==> src/verilog/afc_pkg.sv <==
package afc_pkg;

   // clock and strobe timing
   localparam int unsigned CLK_MHZ = 10;
   localparam int unsigned STROBE_LOW_NS = 200;
   localparam int unsigned RECOVER_NS = 400;
   localparam int unsigned CLEAR_LOW_NS = 200;

   // least times: round up to whole cycles, never below one
   function automatic int unsigned afc_ns_to_cyc(input int unsigned ns);
      int unsigned cyc;
      cyc = (ns * CLK_MHZ + 999) / 1000;
      if (cyc == 0) begin
         cyc = 1;
      end
      return cyc;
   endfunction

   localparam int unsigned STROBE_LOW_CYC = afc_ns_to_cyc(STROBE_LOW_NS);
   localparam int unsigned RECOVER_CYC = afc_ns_to_cyc(RECOVER_NS);
   localparam int unsigned CLEAR_LOW_CYC = afc_ns_to_cyc(CLEAR_LOW_NS);
   localparam int unsigned TMR_W = 8;

   // register map, byte addresses
   localparam int unsigned ADDR_W = 8;
   localparam logic [7:0] OFS_CTRL = 8'h00;
   localparam logic [7:0] OFS_CMD = 8'h04;
   localparam logic [7:0] OFS_WDATA = 8'h08;
   localparam logic [7:0] OFS_RDATA = 8'h0c;
   localparam logic [7:0] OFS_STATUS = 8'h10;

   // field positions
   localparam int unsigned CTRL_DEPTH_BIT = 0;
   localparam int unsigned CMD_CLEAR_BIT = 0;
   localparam int unsigned CMD_REPLAY_BIT = 1;
   localparam int unsigned CMD_READ_BIT = 2;
   localparam int unsigned ST_BUSY_BIT = 0;
   localparam int unsigned ST_EMPTY_BIT = 1;
   localparam int unsigned ST_FULL_BIT = 2;
   localparam int unsigned ST_HALF_BIT = 3;
   localparam int unsigned ST_RVALID_BIT = 4;
   localparam int unsigned ST_ERR_BIT = 5;

   // reset values
   localparam logic CTRL_DEPTH_RST = 1'b0;

   typedef enum logic [2:0] {
      AFC_IDLE = 3'b000,
      AFC_WAIT = 3'b001,
      AFC_LOW = 3'b011,
      AFC_REC = 3'b010,
      AFC_CLEAR = 3'b110,
      AFC_REPLAY = 3'b111
   } afc_state_t;

   typedef enum logic [1:0] {
      AFC_OP_NONE = 2'b00,
      AFC_OP_WR = 2'b01,
      AFC_OP_RD = 2'b10
   } afc_op_t;

endpackage

==> src/verilog/afc_sync.sv <==
`timescale 1ns/100ps
module afc_sync #(
   parameter int unsigned W = 1
) (
   input wire logic pclk,
   input wire logic presetn,
   input wire logic [W-1:0] din,
   output logic [W-1:0] dout
);
   typedef struct packed {
      logic [W-1:0] s1;
      logic [W-1:0] s2;
      logic [W-1:0] s3;
      logic [W-1:0] q;
   } afc_sync_t;

   afc_sync_t r;
   afc_sync_t next_r;

   always_comb begin
      next_r = r;
      next_r.s1 = din;
      next_r.s2 = r.s1;
      next_r.s3 = r.s2;
      // a bit counts once the second and third stages agree
      for (int i = 0; i < W; i++) begin
         if (r.s2[i] == r.s3[i]) begin
            next_r.q[i] = r.s3[i];
         end
      end
   end

   always_ff @(posedge pclk or negedge presetn) begin
      if (!presetn) begin
         r <= '1;
      end else begin
         r <= next_r;
      end
   end

   assign dout = r.q;
endmodule

==> src/verilog/afc_timer.sv <==
`timescale 1ns/100ps
module afc_timer
   import afc_pkg::*;
(
   input wire logic pclk,
   input wire logic presetn,
   input wire logic load,
   input wire logic [TMR_W-1:0] len,
   output logic expired
);
   typedef struct packed {
      logic [TMR_W-1:0] cnt;
   } afc_timer_t;

   afc_timer_t r;
   afc_timer_t next_r;

   always_comb begin
      next_r = r;
      if (load) begin
         next_r.cnt = len;
      end else if (r.cnt != '0) begin
         next_r.cnt = r.cnt - 1'b1;
      end
   end

   always_ff @(posedge pclk or negedge presetn) begin
      if (!presetn) begin
         r <= '0;
      end else begin
         r <= next_r;
      end
   end

   assign expired = (r.cnt == '0) && !load;
endmodule

==> src/verilog/afc_ctrl.sv <==
// Decided for this implementation: the APB slave port and the register offsets.
`timescale 1ns/100ps
// Function
// (RULE1) device stands alone while its cascade input is low
// (RULE2) depth chain: head select low on device zero only, high elsewhere
// (RULE3) each cascade output feeds the next device's cascade input
// (RULE4) composite empty and full are the OR of all active-low flags
// (RULE5) depth chain offers no replay and no half indication
// (RULE6) width expansion: common controls, flags from any one device
// (RULE7) read flow-through drives the word until the read strobe rises
// (RULE8) read flow-through: empty deasserts briefly then reasserts
// (RULE9) write flow-through: full drops on read, new word stored on strobe rise
// (RULE10) writer toggles the write strobe only while full is deasserted
// (RULE11) clear in single or width mode zeroes pointers, empty low, full high
// (RULE12) replay low returns read pointer to zero, write pointer kept
// (RULE13) each pointer advances only while its flag is high
// (RULE14) clear in depth mode zeroes pointers on every device
// (RULE15) writer watches full, reader watches empty
// (RULE16) depth chain: cascade pulse at last memory location
// (RULE17) half indication low past half fill, released on a read rise
// (RULE18) full goes low when write pointer is one behind read pointer
// (RULE19) empty goes low when read pointer equals write pointer
// (RULE20) in depth chain only the token holder accepts accesses
module afc_ctrl
   import afc_pkg::*;
#(
   parameter int unsigned NDEV = 1,
   parameter int unsigned DW = 9
) (
   input wire logic pclk,
   input wire logic presetn,
   input wire logic psel,
   input wire logic penable,
   input wire logic pwrite,
   input wire logic [ADDR_W-1:0] paddr,
   input wire logic [31:0] pwdata,
   output logic [31:0] prdata,
   output logic pready,
   output logic pslverr,
   output logic wr_n,
   output logic rd_n,
   output logic [DW-1:0] din,
   input wire logic [DW-1:0] dout,
   output logic clear_n,
   output logic [NDEV-1:0] chain_head_or_replay_n,
   input wire logic [NDEV-1:0] empty_ind_n,
   input wire logic [NDEV-1:0] full_ind_n,
   input wire logic half_ind_n
);
   localparam int unsigned SW = 2 * NDEV + 1 + DW;

   if (NDEV < 1 || NDEV > 32 || DW < 1 || DW > 32) begin : g_bad_size
      $error("afc_ctrl: NDEV and DW must lie in 1..32");
   end
   if (STROBE_LOW_CYC >= (1 << TMR_W) || RECOVER_CYC >= (1 << TMR_W)
       || CLEAR_LOW_CYC >= (1 << TMR_W)) begin : g_bad_timer
      $error("afc_ctrl: timing counts exceed timer width");
   end

   typedef struct packed {
      afc_state_t st;
      afc_op_t op;
      logic wr_n;
      logic rd_n;
      logic clr_n;
      logic rt_n;
      logic [NDEV-1:0] head_n;
      logic [DW-1:0] din;
      logic [DW-1:0] rdata;
      logic rvalid;
      logic err;
      logic depth;
      logic [31:0] prdata;
      logic tload;
      logic [TMR_W-1:0] tlen;
   } afc_ctrl_t;

   afc_ctrl_t r;
   afc_ctrl_t next_r;

   logic [SW-1:0] pins_s;
   logic [NDEV-1:0] empty_s;
   logic [NDEV-1:0] full_s;
   logic half_s;
   logic [DW-1:0] dout_s;
   logic t_expired;
   logic comp_empty_n;
   logic comp_full_n;
   logic setup;
   logic access;
   logic wr_acc;
   logic rd_acc;
   logic cmd_clear;
   logic cmd_replay;
   logic cmd_read;
   logic cmd_write;
   logic ctrl_write;
   logic [31:0] status;

   function automatic logic afc_addr_ok(input logic [ADDR_W-1:0] a);
      return (a == OFS_CTRL) || (a == OFS_CMD) || (a == OFS_WDATA)
         || (a == OFS_RDATA) || (a == OFS_STATUS);
   endfunction

   function automatic logic [TMR_W-1:0] afc_len(input int unsigned cyc);
      return TMR_W'(cyc);
   endfunction

   afc_sync #(
      .W(SW)
   ) u_sync (
      .pclk(pclk),
      .presetn(presetn),
      .din({empty_ind_n, full_ind_n, half_ind_n, dout}),
      .dout(pins_s)
   );

   afc_timer u_timer (
      .pclk(pclk),
      .presetn(presetn),
      .load(r.tload),
      .len(r.tlen),
      .expired(t_expired)
   );

   assign empty_s = pins_s[SW-1 -: NDEV];
   assign full_s = pins_s[SW-1-NDEV -: NDEV];
   assign half_s = pins_s[DW];
   assign dout_s = pins_s[DW-1:0];

   // composite flag asserts only while every device asserts it
   assign comp_empty_n = |empty_s; // RULE4
   assign comp_full_n = |full_s; // RULE4

   assign setup = psel && !penable;
   assign access = psel && penable;
   assign wr_acc = access && pwrite && afc_addr_ok(paddr);
   assign rd_acc = access && !pwrite && afc_addr_ok(paddr);
   assign cmd_clear = wr_acc && (paddr == OFS_CMD) && pwdata[CMD_CLEAR_BIT];
   assign cmd_replay = wr_acc && (paddr == OFS_CMD) && pwdata[CMD_REPLAY_BIT];
   assign cmd_read = wr_acc && (paddr == OFS_CMD) && pwdata[CMD_READ_BIT];
   assign cmd_write = wr_acc && (paddr == OFS_WDATA);
   assign ctrl_write = wr_acc && (paddr == OFS_CTRL);

   always_comb begin
      status = '0;
      status[ST_BUSY_BIT] = (r.st != AFC_IDLE);
      status[ST_EMPTY_BIT] = !comp_empty_n;
      status[ST_FULL_BIT] = !comp_full_n;
      // the shared pin is a cascade output in a depth chain
      status[ST_HALF_BIT] = !r.depth && !half_s; // RULE5 RULE6
      status[ST_RVALID_BIT] = r.rvalid;
      status[ST_ERR_BIT] = r.err;
   end

   always_comb begin
      next_r = r;
      next_r.tload = 1'b0;

      // read data is captured during the setup cycle
      if (setup) begin
         next_r.prdata = '0;
         case (paddr)
            OFS_CTRL: begin
               next_r.prdata[CTRL_DEPTH_BIT] = r.depth;
            end
            OFS_RDATA: begin
               next_r.prdata[DW-1:0] = r.rdata;
            end
            OFS_STATUS: begin
               next_r.prdata = status;
            end
            default: begin
               next_r.prdata = '0;
            end
         endcase
      end

      // clears by software; the state machine below may set again
      if (rd_acc && (paddr == OFS_RDATA)) begin
         next_r.rvalid = 1'b0;
      end
      if (wr_acc && (paddr == OFS_STATUS) && pwdata[ST_ERR_BIT]) begin
         next_r.err = 1'b0;
      end

      case (r.st)
         AFC_IDLE: begin
            if (ctrl_write) begin
               next_r.depth = pwdata[CTRL_DEPTH_BIT];
            end
            if (cmd_clear) begin
               // strobes stay high around the clear edges
               next_r.clr_n = 1'b0; // RULE11 RULE14
               next_r.st = AFC_CLEAR;
               next_r.tload = 1'b1;
               next_r.tlen = afc_len(CLEAR_LOW_CYC);
            end else if (cmd_replay) begin
               if (r.depth) begin
                  next_r.err = 1'b1; // RULE5
               end else begin
                  next_r.rt_n = 1'b0; // RULE12
                  next_r.st = AFC_REPLAY;
                  next_r.tload = 1'b1;
                  next_r.tlen = afc_len(STROBE_LOW_CYC);
               end
            end else if (cmd_read) begin
               next_r.op = AFC_OP_RD;
               next_r.st = AFC_WAIT;
            end else if (cmd_write) begin
               next_r.din = pwdata[DW-1:0];
               next_r.op = AFC_OP_WR;
               next_r.st = AFC_WAIT;
            end
         end
         AFC_WAIT: begin
            if (r.op == AFC_OP_WR && comp_full_n) begin
               next_r.wr_n = 1'b0; // RULE10 RULE15
               next_r.st = AFC_LOW;
               next_r.tload = 1'b1;
               next_r.tlen = afc_len(STROBE_LOW_CYC);
            end else if (r.op == AFC_OP_RD && comp_empty_n) begin
               next_r.rd_n = 1'b0; // RULE15
               next_r.st = AFC_LOW;
               next_r.tload = 1'b1;
               next_r.tlen = afc_len(STROBE_LOW_CYC);
            end
         end
         AFC_LOW: begin
            if (t_expired) begin
               next_r.wr_n = 1'b1;
               next_r.rd_n = 1'b1;
               next_r.st = AFC_REC;
               next_r.tload = 1'b1;
               next_r.tlen = afc_len(RECOVER_CYC);
            end
         end
         AFC_CLEAR: begin
            if (t_expired) begin
               next_r.clr_n = 1'b1;
               next_r.st = AFC_REC;
               next_r.tload = 1'b1;
               next_r.tlen = afc_len(RECOVER_CYC);
            end
         end
         AFC_REPLAY: begin
            if (t_expired) begin
               next_r.rt_n = 1'b1;
               next_r.st = AFC_REC;
               next_r.tload = 1'b1;
               next_r.tlen = afc_len(RECOVER_CYC);
            end
         end
         AFC_REC: begin
            // the synchroniser lags the pin, so it still holds the word seen under the strobe
            if (r.op == AFC_OP_RD) begin
               next_r.rdata = dout_s;
               next_r.rvalid = 1'b1;
            end
            next_r.op = AFC_OP_NONE;
            // recovery also lets the flag synchronisers settle
            if (t_expired) begin
               next_r.st = AFC_IDLE;
            end
         end
         default: begin
            next_r.st = AFC_IDLE;
         end
      endcase

      // a command while busy is dropped and flagged
      if (r.st != AFC_IDLE && (cmd_clear || cmd_replay || cmd_read || cmd_write
          || ctrl_write)) begin
         next_r.err = 1'b1;
      end

      // device zero heads the chain; in single mode the pin is replay
      for (int i = 0; i < NDEV; i++) begin
         if (next_r.depth) begin
            next_r.head_n[i] = (i != 0); // RULE2
         end else begin
            next_r.head_n[i] = next_r.rt_n; // RULE6
         end
      end
   end

   // host reset starts with a device clear
   always_ff @(posedge pclk or negedge presetn) begin
      if (!presetn) begin
         r.st <= AFC_CLEAR;
         r.op <= AFC_OP_NONE;
         r.wr_n <= 1'b1;
         r.rd_n <= 1'b1;
         r.clr_n <= 1'b0;
         r.rt_n <= 1'b1;
         r.head_n <= '1;
         r.din <= '0;
         r.rdata <= '0;
         r.rvalid <= 1'b0;
         r.err <= 1'b0;
         r.depth <= CTRL_DEPTH_RST;
         r.prdata <= '0;
         r.tload <= 1'b1;
         r.tlen <= afc_len(CLEAR_LOW_CYC);
      end else begin
         r <= next_r;
      end
   end

   assign prdata = r.prdata;
   assign pready = 1'b1;
   assign pslverr = access && !afc_addr_ok(paddr);
   assign wr_n = r.wr_n;
   assign rd_n = r.rd_n;
   assign din = r.din;
   assign clear_n = r.clr_n;
   assign chain_head_or_replay_n = r.head_n;
endmodule

==> config.mk <==
export PLATFORM = sky130hd
export DESIGN_NAME = afc_ctrl
export DESIGN_NICKNAME = d
export VERILOG_FILES = /design/src/verilog/afc_pkg.sv /design/src/verilog/afc_sync.sv /design/src/verilog/afc_timer.sv /design/src/verilog/afc_ctrl.sv
export SDC_FILE = /design/constraint.sdc
export NUM_CORES = 1
export LEC_CHECK = 0
export ABC_AREA = 1
export BUFFER_PORTS_ARGS = -buffer_cell sky130_fd_sc_hd__buf_2
export CAP_MARGIN = 15
export CORE_MARGIN = 2
export CORE_UTILIZATION = 25
export DETAILED_ROUTE_END_ITERATION = 10
export MAX_ROUTING_LAYER = met4
export SETUP_SLACK_MARGIN = 0.1
export SLEW_MARGIN = 10
export SYNTH_ARGS = -nofsm -noshare
export SYNTH_HDL_FRONTEND = slang
export SYNTH_HIERARCHICAL = 1
export SYNTH_SLANG_ARGS = --single-unit
export TNS_END_PERCENT = 50
==> constraint.sdc <==
create_clock -name pclk -period 4.4 [get_ports pclk]
set_input_delay 0 -clock pclk [delete_from_list [all_inputs] [get_ports pclk]]
set_output_delay 0 -clock pclk [all_outputs]
set_load 0.01 [all_outputs]
==> flow_summary.toml, run 1 <==
[outcome]
status = "complete, but fails checks"
violations = "design-rule violations"

[critical_path]
reg2reg_from = "r[70]$_DFFE_PN1P_"
arrival_ps = 2090
critPathSlowestCell = "dfstp_2"
critPathMaxStageDelay_ps = 560
crit_family = "simple AND/OR/NAND/NOR gates"
rrSetupSlack_ps = 2520
rr_endpoint = "r[44]$_DFFE_PN0P_"
path_buf_inv = 1
worstRegToRegCells = 5
worstSetupStartpointType = "flip-flop"
worstSetupPathType = "flip-flop to flip-flop"
worstPathMaxFanout = 19
end_kind = "flip-flop"
required_ps = 4610
path_cells = "inv_1, nor3_1, nand2_1, nor2_1, a21oi_1"

[clock_tree]
cts_buffers = 9
cts_tree = "yes"
cts_setup_buffers = 0
clk_latency_ps = 350
clock_sinks = 99
cts_root_buf = "clkbuf_16"
clk_pin_slew_ps = 70
clock_path_buffers = 2
ctsResizeCount = 0
cts-htree-levels = 3

[global_routing]
grt_usage_pct = 9.98
overflow = 0
grt_max_degree = 53
first_global_vias = 2901
grt_pass1_wl_um = 14800
antenna_found_initial = 1

[yosys]
ys_ff_latch = 99
synth_edf_count = 0
yosysMostFrequentCell = "nand2_1"
synth_top_cell_by_area = "dfstp_2"
synth.cell_area_um2 = 4630
avgSynthCellArea_um2 = 9.70
synth_flop_cell = "dfstp_2"
synthArstFlopShare_pct = 100
netlist_top_cells_count = "71 x nand2_1, 63 x inv_1, 56 x buf_4, 56 x dfstp_2, 50 x nor2_1"
yosysWarnings = 6
synth_cell_type_count = 38
seq_area_frac_synth_pct = 55.1
yosys.area.top_type_share_pct = 31.8
synthCells = 477
yosys-top-cells-area = "dfstp_2 32%, dfrtp_1 23%, buf_4 9.1%"

[min_path]
holdPathEnd = "prdata[3]$_DFFE_PN0P_"
worstHoldPathCells = 4
hp-start = "penable"
hp-class = "input port to flip-flop"

[power_and_ir_drop]
p_per_area_nw_per_um2 = 443
ir_drop_mv = 0.189
power.leakage_uw = 0.00262
total_power_uw = 2380

[drt]
route.antenna.remaining_nets = 0
drc = 3
drt_pass1_iterations = 7
drtIter0Drc = 145
vias = 3053
avgViaCountPerCell = 3.95
drt-total-wl_um = 9040
wl_per_cell_um = 11.7

[timing]
final_hold_viol_count = 0
hold_ws_ps = 52.5
rsz0062_at_grt = "no"
fin_worst_skew_ps = 6.15
setup_viol = 0
layout_setup_ws_ps = 2520
slew_headroom_pct = 55.5
fin_crit_ps = 1880
max_freq_mhz = 533
post-route-period-util_pct = 42.7
worstMarginPinSlew_ps = 668
fin_setup_tns_ps = 0
drv_slew = 0

[placed_design]
gp_congestion = 0.782
place_hpwl_um = 6210
port_buffers = 56
pre_cts_ws_ps = 2520

[floorplanning]
die_area_um2 = 19600
dieHeight_um = 140
num_rows = 49
initial_core_util_pct = 25.6
pin_count = 104
chipWidth_um = 140
coreArea_um2 = 18100

[job]
max_cap_violations = 0

[cells_and_area]
drive_gt1_share_pct = 29.7
synthToLayoutAreaGrowth_pct = 16.4
n_fill_cell = 1890
layout.nets = 596
==> metal layers <==
| metal | wire, um | part of all wire, % | vias up | GRT usage (%) |
|---|---|---|---|---|
| li1 | - | - | 1553 | - |
| met4 | 272 | 3.0 | 0 | 4.63 |
| met1 | 4030 | 45 | 1421 | 11.8 |
| met3 | 498 | 5.5 | 15 | 3.56 |
| met2 | 4240 | 47 | 64 | 15.3 |
| met5 | 0 | 0 | - | - |
==> worst register-to-register path, cell delays in order (launching register included) <==
cell,delay [ps]
dfstp_2,560
inv_1,70
nor3_1,320
nand2_1,490
nor2_1,250
a21oi_1,60
==> registers in the layout (all words and copies together) (netlist names) <==
name / flops
prdata: 9
r: 21
wr_n: 1
u_sync/next_r: 24
din: 9
rd_n: 1
u_sync/dout: 12
chain_head_or_replay_n: 1
u_sync/r: 12
clear_n: 1
u_timer/r: 8
==> cell type report <==
| type | count | area (um2) | area share [%] |
|---|---|---|---|
| clock inverters | 6 | 55.1 | 1.02 |
| well taps | 229 | 287 | 5.32 |
| multi-input cells | 282 | 1500 | 27.8 |
| repair buffers | 80 | 520 | 9.67 |
| clock buffers | 10 | 229 | 4.25 |
| flip-flops and latches | 99 | 2550 | 47.3 |
| inverters | 65 | 244 | 4.53 |
| diodes | 1 | 2.50 | 0.0465 |
==> cell usage in the layout (no fill, tap or decap), types with 6 or more instances in the layout <==
master          n
dfrtp_1        43
clkbuf_16       9
nand2_1        71
nand3_1        19
dlygate4sd3_1  23
mux2_4          6
conb_1         30
buf_2          55
nand4_1         6
a21oi_1        32
nor2_1         50
nor2_2          6
dfstp_2        56
inv_1          63
o21ai_0        14
==> metrics by stage <==
stage               util (%)  instance area (um2)  instances
CTS                     29.7                 5380        771
global route            29.8                 5380        772
finish                  29.8                 5380        772
detailed placement      26.9                 4870        732
floorplan                  -                 4730        505
global placement        26.9                 4870        732
==> worst max-delay path by stage <==
stage | from | to | slack [ps] | cells after the start
2_1_floorplan | u_timer/r[0]$_DFFE_PN0N_ | r[2]$_DFFE_PN0P_ | 2860 | 9
3_3_place_gp | r[8]$_DFF_PN1_ | r[2]$_DFFE_PN0P_ | 2570 | 8
3_5_place_dp | r[70]$_DFFE_PN1P_ | r[44]$_DFFE_PN0P_ | 2520 | 5
4_1_cts | r[70]$_DFFE_PN1P_ | r[44]$_DFFE_PN0P_ | 2510 | 5
5_1_grt | r[70]$_DFFE_PN1P_ | r[44]$_DFFE_PN0P_ | 2340 | 5
6_report | r[70]$_DFFE_PN1P_ | r[44]$_DFFE_PN0P_ | 2520 | 5
==> power breakdown <==
group / switching [uW] / internal, uW / total [uW] / leakage, uW
Combinational: 307 / 180 / 487 / 0.00133
Clock: 369 / 395 / 764 / 0.000133
Sequential: 88.3 / 1040 / 1130 / 0.00115
Total: 765 / 1620 / 2380 / 0.00262
==> kinds of logic (layout without fill, tap and decap cells) <==
kind of cell,count (synthesis),in the layout,synth area share [%]
AO/OA/AOI/OAI,71,71,8.79
AND/OR/NAND/NOR,170,170,18.0
adder cells (fa/ha/maj),2,2,0.541
buffers and inverters,124,161,14.8
flip-flops,99,99,55.1
multiplexers,7,7,2.19
XOR/XNOR,2,2,0.379
other,2,31,0.162
==> timing repair <==
action                                  CTS  global route
hold buffers                             23             0
hold endpoints to repair                 41             0
endpoints found under the setup margin    0             0
No activity file was read; power rests on OpenSTA's default activity.
==> inputs of run 2 (changes only) <==
==> constraint.sdc (replaced) <==
create_clock -name pclk -period 1.92 [get_ports pclk]
set_input_delay 0 -clock pclk [delete_from_list [all_inputs] [get_ports pclk]]
set_output_delay 0 -clock pclk [all_outputs]
set_load 0.01 [all_outputs]
==> flow_summary.toml, run 2 (synthesis results as in run 1) <==
[outcome]
status = "complete, but fails checks"
violations = "design-rule violations"

[global_routing]
overflow = 0
first_global_vias = 3110
grt_pass1_wl_um = 15300
grt_max_degree = 39
antenna_found_initial = 0
grt_usage_pct = 10.3

[drt]
drt_pass1_iterations = 7
m1WireLength_um = 4040
drc = 3
route.antenna.remaining_nets = 0
wl_met3_um = 432
avgViaCountPerCell = 3.93
drt-total-wl_um = 9020
drtIter0Drc = 175
top_layer_used = "met4"
wl_per_cell_um = 11.6
route.met2.wl_um = 4350
vias = 3050

[critical_path]
end_kind = "flip-flop"
arrival_ps = 1840
worstSetupPathType = "flip-flop to flip-flop"
critPathMaxStageDelay_ps = 410
worstSetupStartpointType = "flip-flop"
crit_family = "compound AO/OA/AOI/OAI gates"
required_ps = 2140
cpMostUsedCell = "o21ai_0"
reg2reg_from = "u_timer/r[0]$_DFFE_PN0N_"
worstPathMaxFanout = 8
path_cells = "inv_1, ha_1, nand3_4, nor2_8, o21ai_0, a21oi_1, o21ai_2, nand2_1, o21ai_0"
cp.depth = 9
worstRegToRegCells = 9
rr_endpoint = "r[2]$_DFFE_PN0P_"
rrSetupSlack_ps = 310
critPathSlowestCell = "dfrtp_1"
path_buf_inv = 1

[placed_design]
gp_congestion = 0.803
port_buffers = 56
place_hpwl_um = 6590
pre_cts_ws_ps = 309

[timing]
layout_setup_ws_ps = 308
fin_setup_tns_ps = 0
fin_crit_ps = 1610
setup_viol = 0
drv_slew = 0
final_hold_viol_count = 0
rsz0062_at_grt = "no"
post-route-period-util_pct = 83.9
fin_worst_skew_ps = 6.42
max_freq_mhz = 620

[floorplanning]
coreArea_um2 = 18100
num_rows = 49
dieHeight_um = 140
chipWidth_um = 140
die_area_um2 = 19600
pin_count = 104
initial_core_util_pct = 25.6

[clock_tree]
cts_root_buf = "clkbuf_16"
cts_buffers = 9
clock_path_buffers = 2
cts-htree-levels = 3
cts_tree = "yes"
cts_setup_buffers = 0
clk_latency_ps = 350
clk_pin_slew_ps = 70
clock_sinks = 99

[cells_and_area]
synthToLayoutAreaGrowth_pct = 17.6
layout.nets = 602
drive_gt1_share_pct = 30.7
n_antenna_cell = 0
final_cell_mix = "71 x nand2_1, 63 x inv_1, 56 x dfstp_2"
layout_commonest_cell = "nand2_1"
largest_reg_flops = 24

[power_and_ir_drop]
total_power_uw = 5500
p_per_area_nw_per_um2 = 1010
power.leakage_uw = 0.00266
ir_drop_mv = 0.424

[job]
max_cap_violations = 0

[min_path]
holdPathEnd = "din[0]$_DFFE_PN0P_"
hp-start = "pwdata[0]"
worstHoldPathCells = 3
hp-class = "input port to flip-flop"
run 2: changes by cell type in the layout (fill, tap and decap cells not counted), sizes merged:
cell         before  now
diode             1    0
dlygate4sd3      23   22
buf              57   64
inv              68   67
clkinv            1    3
clkinvlp          2    1
run 2: final cells by class:
class,instances,area [um2]
clock buffer,10,229
clock inverter,6,61.3
fill,1872,12600
inverter,65,244
multi-input combinational,282,1500
sequential,99,2550
tap,229,287
timing repair buffer,86,576
run 2: tightest hold or removal path: stages:
cell and delay [ps]:
buf_2 120, inv_1 110, o21ai_0 100
run 2: through the flow:
step,area [um2],std cells,utilization (%),hold slack (ps)
floorplan,4730,505,-,-296
global placement,4930,739,27.3,-30.6
detailed placement,4930,739,27.3,-28.0
CTS,5440,777,30.1,15.2
global route,5440,777,30.1,46.8
finish,5440,777,30.1,27.8
run 2: how the worst max path moves through the flow:
stage                                   from                end  slack (ps)
finish              u_timer/r[0]$_DFFE_PN0N_   r[2]$_DFFE_PN0P_         310
global route        u_timer/r[0]$_DFFE_PN0N_   r[1]$_DFFE_PN1P_         110
CTS                 u_timer/r[0]$_DFFE_PN0N_   r[2]$_DFFE_PN0P_         270
detailed placement  u_timer/r[0]$_DFFE_PN0N_   r[2]$_DFFE_PN0P_         310
global placement           r[70]$_DFFE_PN1P_  r[44]$_DFFE_PN0P_         330
floorplan           u_timer/r[0]$_DFFE_PN0N_   r[2]$_DFFE_PN0P_         380
run 2: per-layer routing:
layer  up-vias  global-route usage [%]
li1       1561                       -
met1      1426                    12.0
met2        48                    16.5
met3        15                    3.56
met4         0                    4.25
met5         -                       -
run 2: timing repair:
action	4_1_cts	5_1_grt
endpoints found under the hold margin	77	0
resized for setup	0	0
hold buffers	22	0
endpoints found under the setup margin	0	1
run 2: power by group:
group / internal (uW) / switching, uW / leakage, uW
clock network: 909 / 839 / 0.000138
logic: 442 / 714 / 0.00137
registers: 2390 / 203 / 0.00115
total: 3740 / 1760 / 0.00266
==> inputs of run 3 (changes only) <==
==> constraint.sdc (replaced) <==
create_clock -name pclk -period 1.65 [get_ports pclk]
set_input_delay 0 -clock pclk [delete_from_list [all_inputs] [get_ports pclk]]
set_output_delay 0 -clock pclk [all_outputs]
set_load 0.01 [all_outputs]
==> flow_summary.toml, run 3 (synthesis results as in run 1) <==
[cells_and_area]
synthToLayoutAreaGrowth_pct = 22.7
fin_area_um2 = 5680
layout_commonest_cell = "nand2_1"
n_antenna_cell = 0
layout.nets = 621
drive_gt1_share_pct = 35.4
largest_reg_flops = 24
final_cell_mix = "71 x nand2_1, 60 x inv_1, 56 x dfstp_2"

[floorplanning]
chipWidth_um = 140
die_area_um2 = 19600
initial_core_util_pct = 25.6
coreArea_um2 = 18100
num_rows = 49
pin_count = 104
dieHeight_um = 140

[clock_tree]
clock_path_buffers = 2
cts_tree = "yes"
cts_buffers = 9
clock_sinks = 99
clk_latency_ps = 360
cts-htree-levels = 3
cts_root_buf = "clkbuf_16"
clk_pin_slew_ps = 70

[drt]
vias = 3170
drc = 3
drt_pass1_iterations = 7
wl_per_cell_um = 11.6
drt-total-wl_um = 9270
avgViaCountPerCell = 3.98
route.antenna.remaining_nets = 0
drtIter0Drc = 164

[timing]
max_freq_mhz = 678
post-route-period-util_pct = 89.4
rsz0062_at_grt = "yes"
fin_crit_ps = 1470
final_hold_viol_count = 0
setup_viol = 0
fin_worst_skew_ps = 8.50
drv_slew = 0

[placed_design]
place_hpwl_um = 6620
port_buffers = 56
gp_congestion = 0.812
placed_area_um2 = 4980

[global_routing]
first_global_vias = 3093
grt_pass1_wl_um = 15400
grt_usage_pct = 10.3
grt_max_degree = 39
antenna_found_initial = 0
overflow = 0

[power_and_ir_drop]
ir_drop_mv = 0.558
p_per_area_nw_per_um2 = 1210
total_power_uw = 6870
power.leakage_uw = 0.00277

[critical_path]
required_ps = 1890
worstSetupPathType = "flip-flop to flip-flop"
end_kind = "flip-flop"
rr_endpoint = "din[3]$_DFFE_PN0P_"
worstPathMaxFanout = 7
crit_start = "r[70]$_DFFE_PN1P_"
critPathCapture = "din[3]$_DFFE_PN0P_"
worstRegToRegCells = 6
reg2reg_from = "r[70]$_DFFE_PN1P_"
arrival_ps = 1720
worstSetupStartpointType = "flip-flop"
rrSetupSlack_ps = 180

[outcome]
violations = "design-rule violations"
status = "complete, but fails checks"

[job]
max_cap_violations = 0

[min_path]
worstHoldPathCells = 3
hp-class = "input port to flip-flop"
==> run 3: cell types whose count changed in the layout (fill, tap and decap cells not counted), sizes merged <==
| cell | previous run | this run |
|---|---|---|
| buf | 64 | 83 |
| bufinv | 0 | 1 |
| clkbuf | 10 | 9 |
| clkinv | 3 | 2 |
| inv | 67 | 68 |
==> run 3: metal layers <==
layer  part of all wire (%)  up-vias  global-route usage, %  wire (um)
met5                      0        -                      -          0
met4                    2.1        0                   3.77        199
met3                    5.2       15                   4.14        485
met2                     49       51                   16.3       4560
met1                     43     1499                   11.9       4030
li1                       -     1605                      -          -
==> run 3: report_power, final <==
group,leakage [uW],internal [uW],switching [uW]
sequential,0.00115,2790,225
combinational,0.00147,742,932
clock,0.000150,1200,980
==> run 3: worst max-delay path, cell delays in order (launching register included) <==
cell	delay, ps
dfstp_2	390
nor2_2	120
inv_2	60
nor2_4	210
nand4_4	120
buf_6	160
mux2_4	290
==> run 3: final cells by class <==
class                   instances  area, um2
repair buffers                105        746
clock inverters                 7       82.6
well taps                     229        287
clock buffers                   9        225
inverters                      65        244
fillers                      1861      12400
flip-flops and latches         99       2550
multi-input cells             282       1540
==> run 3: how the worst min path moves through the flow <==
| stage | from | to | slack, ps |
|---|---|---|---|
| after floorplan | presetn | clear_n$_DFFE_PN0P_ | -300 |
| after global placement | presetn | r[48]$_DFFE_PN0P_ | -30 |
| after detailed placement | presetn | r[48]$_DFFE_PN0P_ | -30 |
| after CTS | pwdata[0] | din[0]$_DFFE_PN0P_ | 20 |
| after global routing | pwdata[0] | din[0]$_DFFE_PN0P_ | 60 |
| final | pwdata[0] | din[0]$_DFFE_PN0P_ | 40 |
==> run 3: per-stage QoR <==
step           instances  hold WS, ps  utilization, %  setup TNS (ps)  setup slack (ps)
2_1_floorplan        505         -296               -               0               111
3_3_place_gp         744        -26.6            27.5               0              55.0
3_5_place_dp         744        -27.8            27.5           -14.0             -5.82
4_1_cts              789         19.4            30.8               0               121
5_1_grt              796         59.6            31.4               0              66.0
6_report             796         37.5            31.4               0               176
==> run 3: what timing repair did <==
action / 4_1_cts / 5_1_grt
pin swaps: 3 / 3
hold buffers: 22 / 0
endpoints found under the hold margin: 90 / 0
endpoints found under the setup margin: 11 / 21
gates resized for setup: 2 / 20
setup buffers: 7 / 7
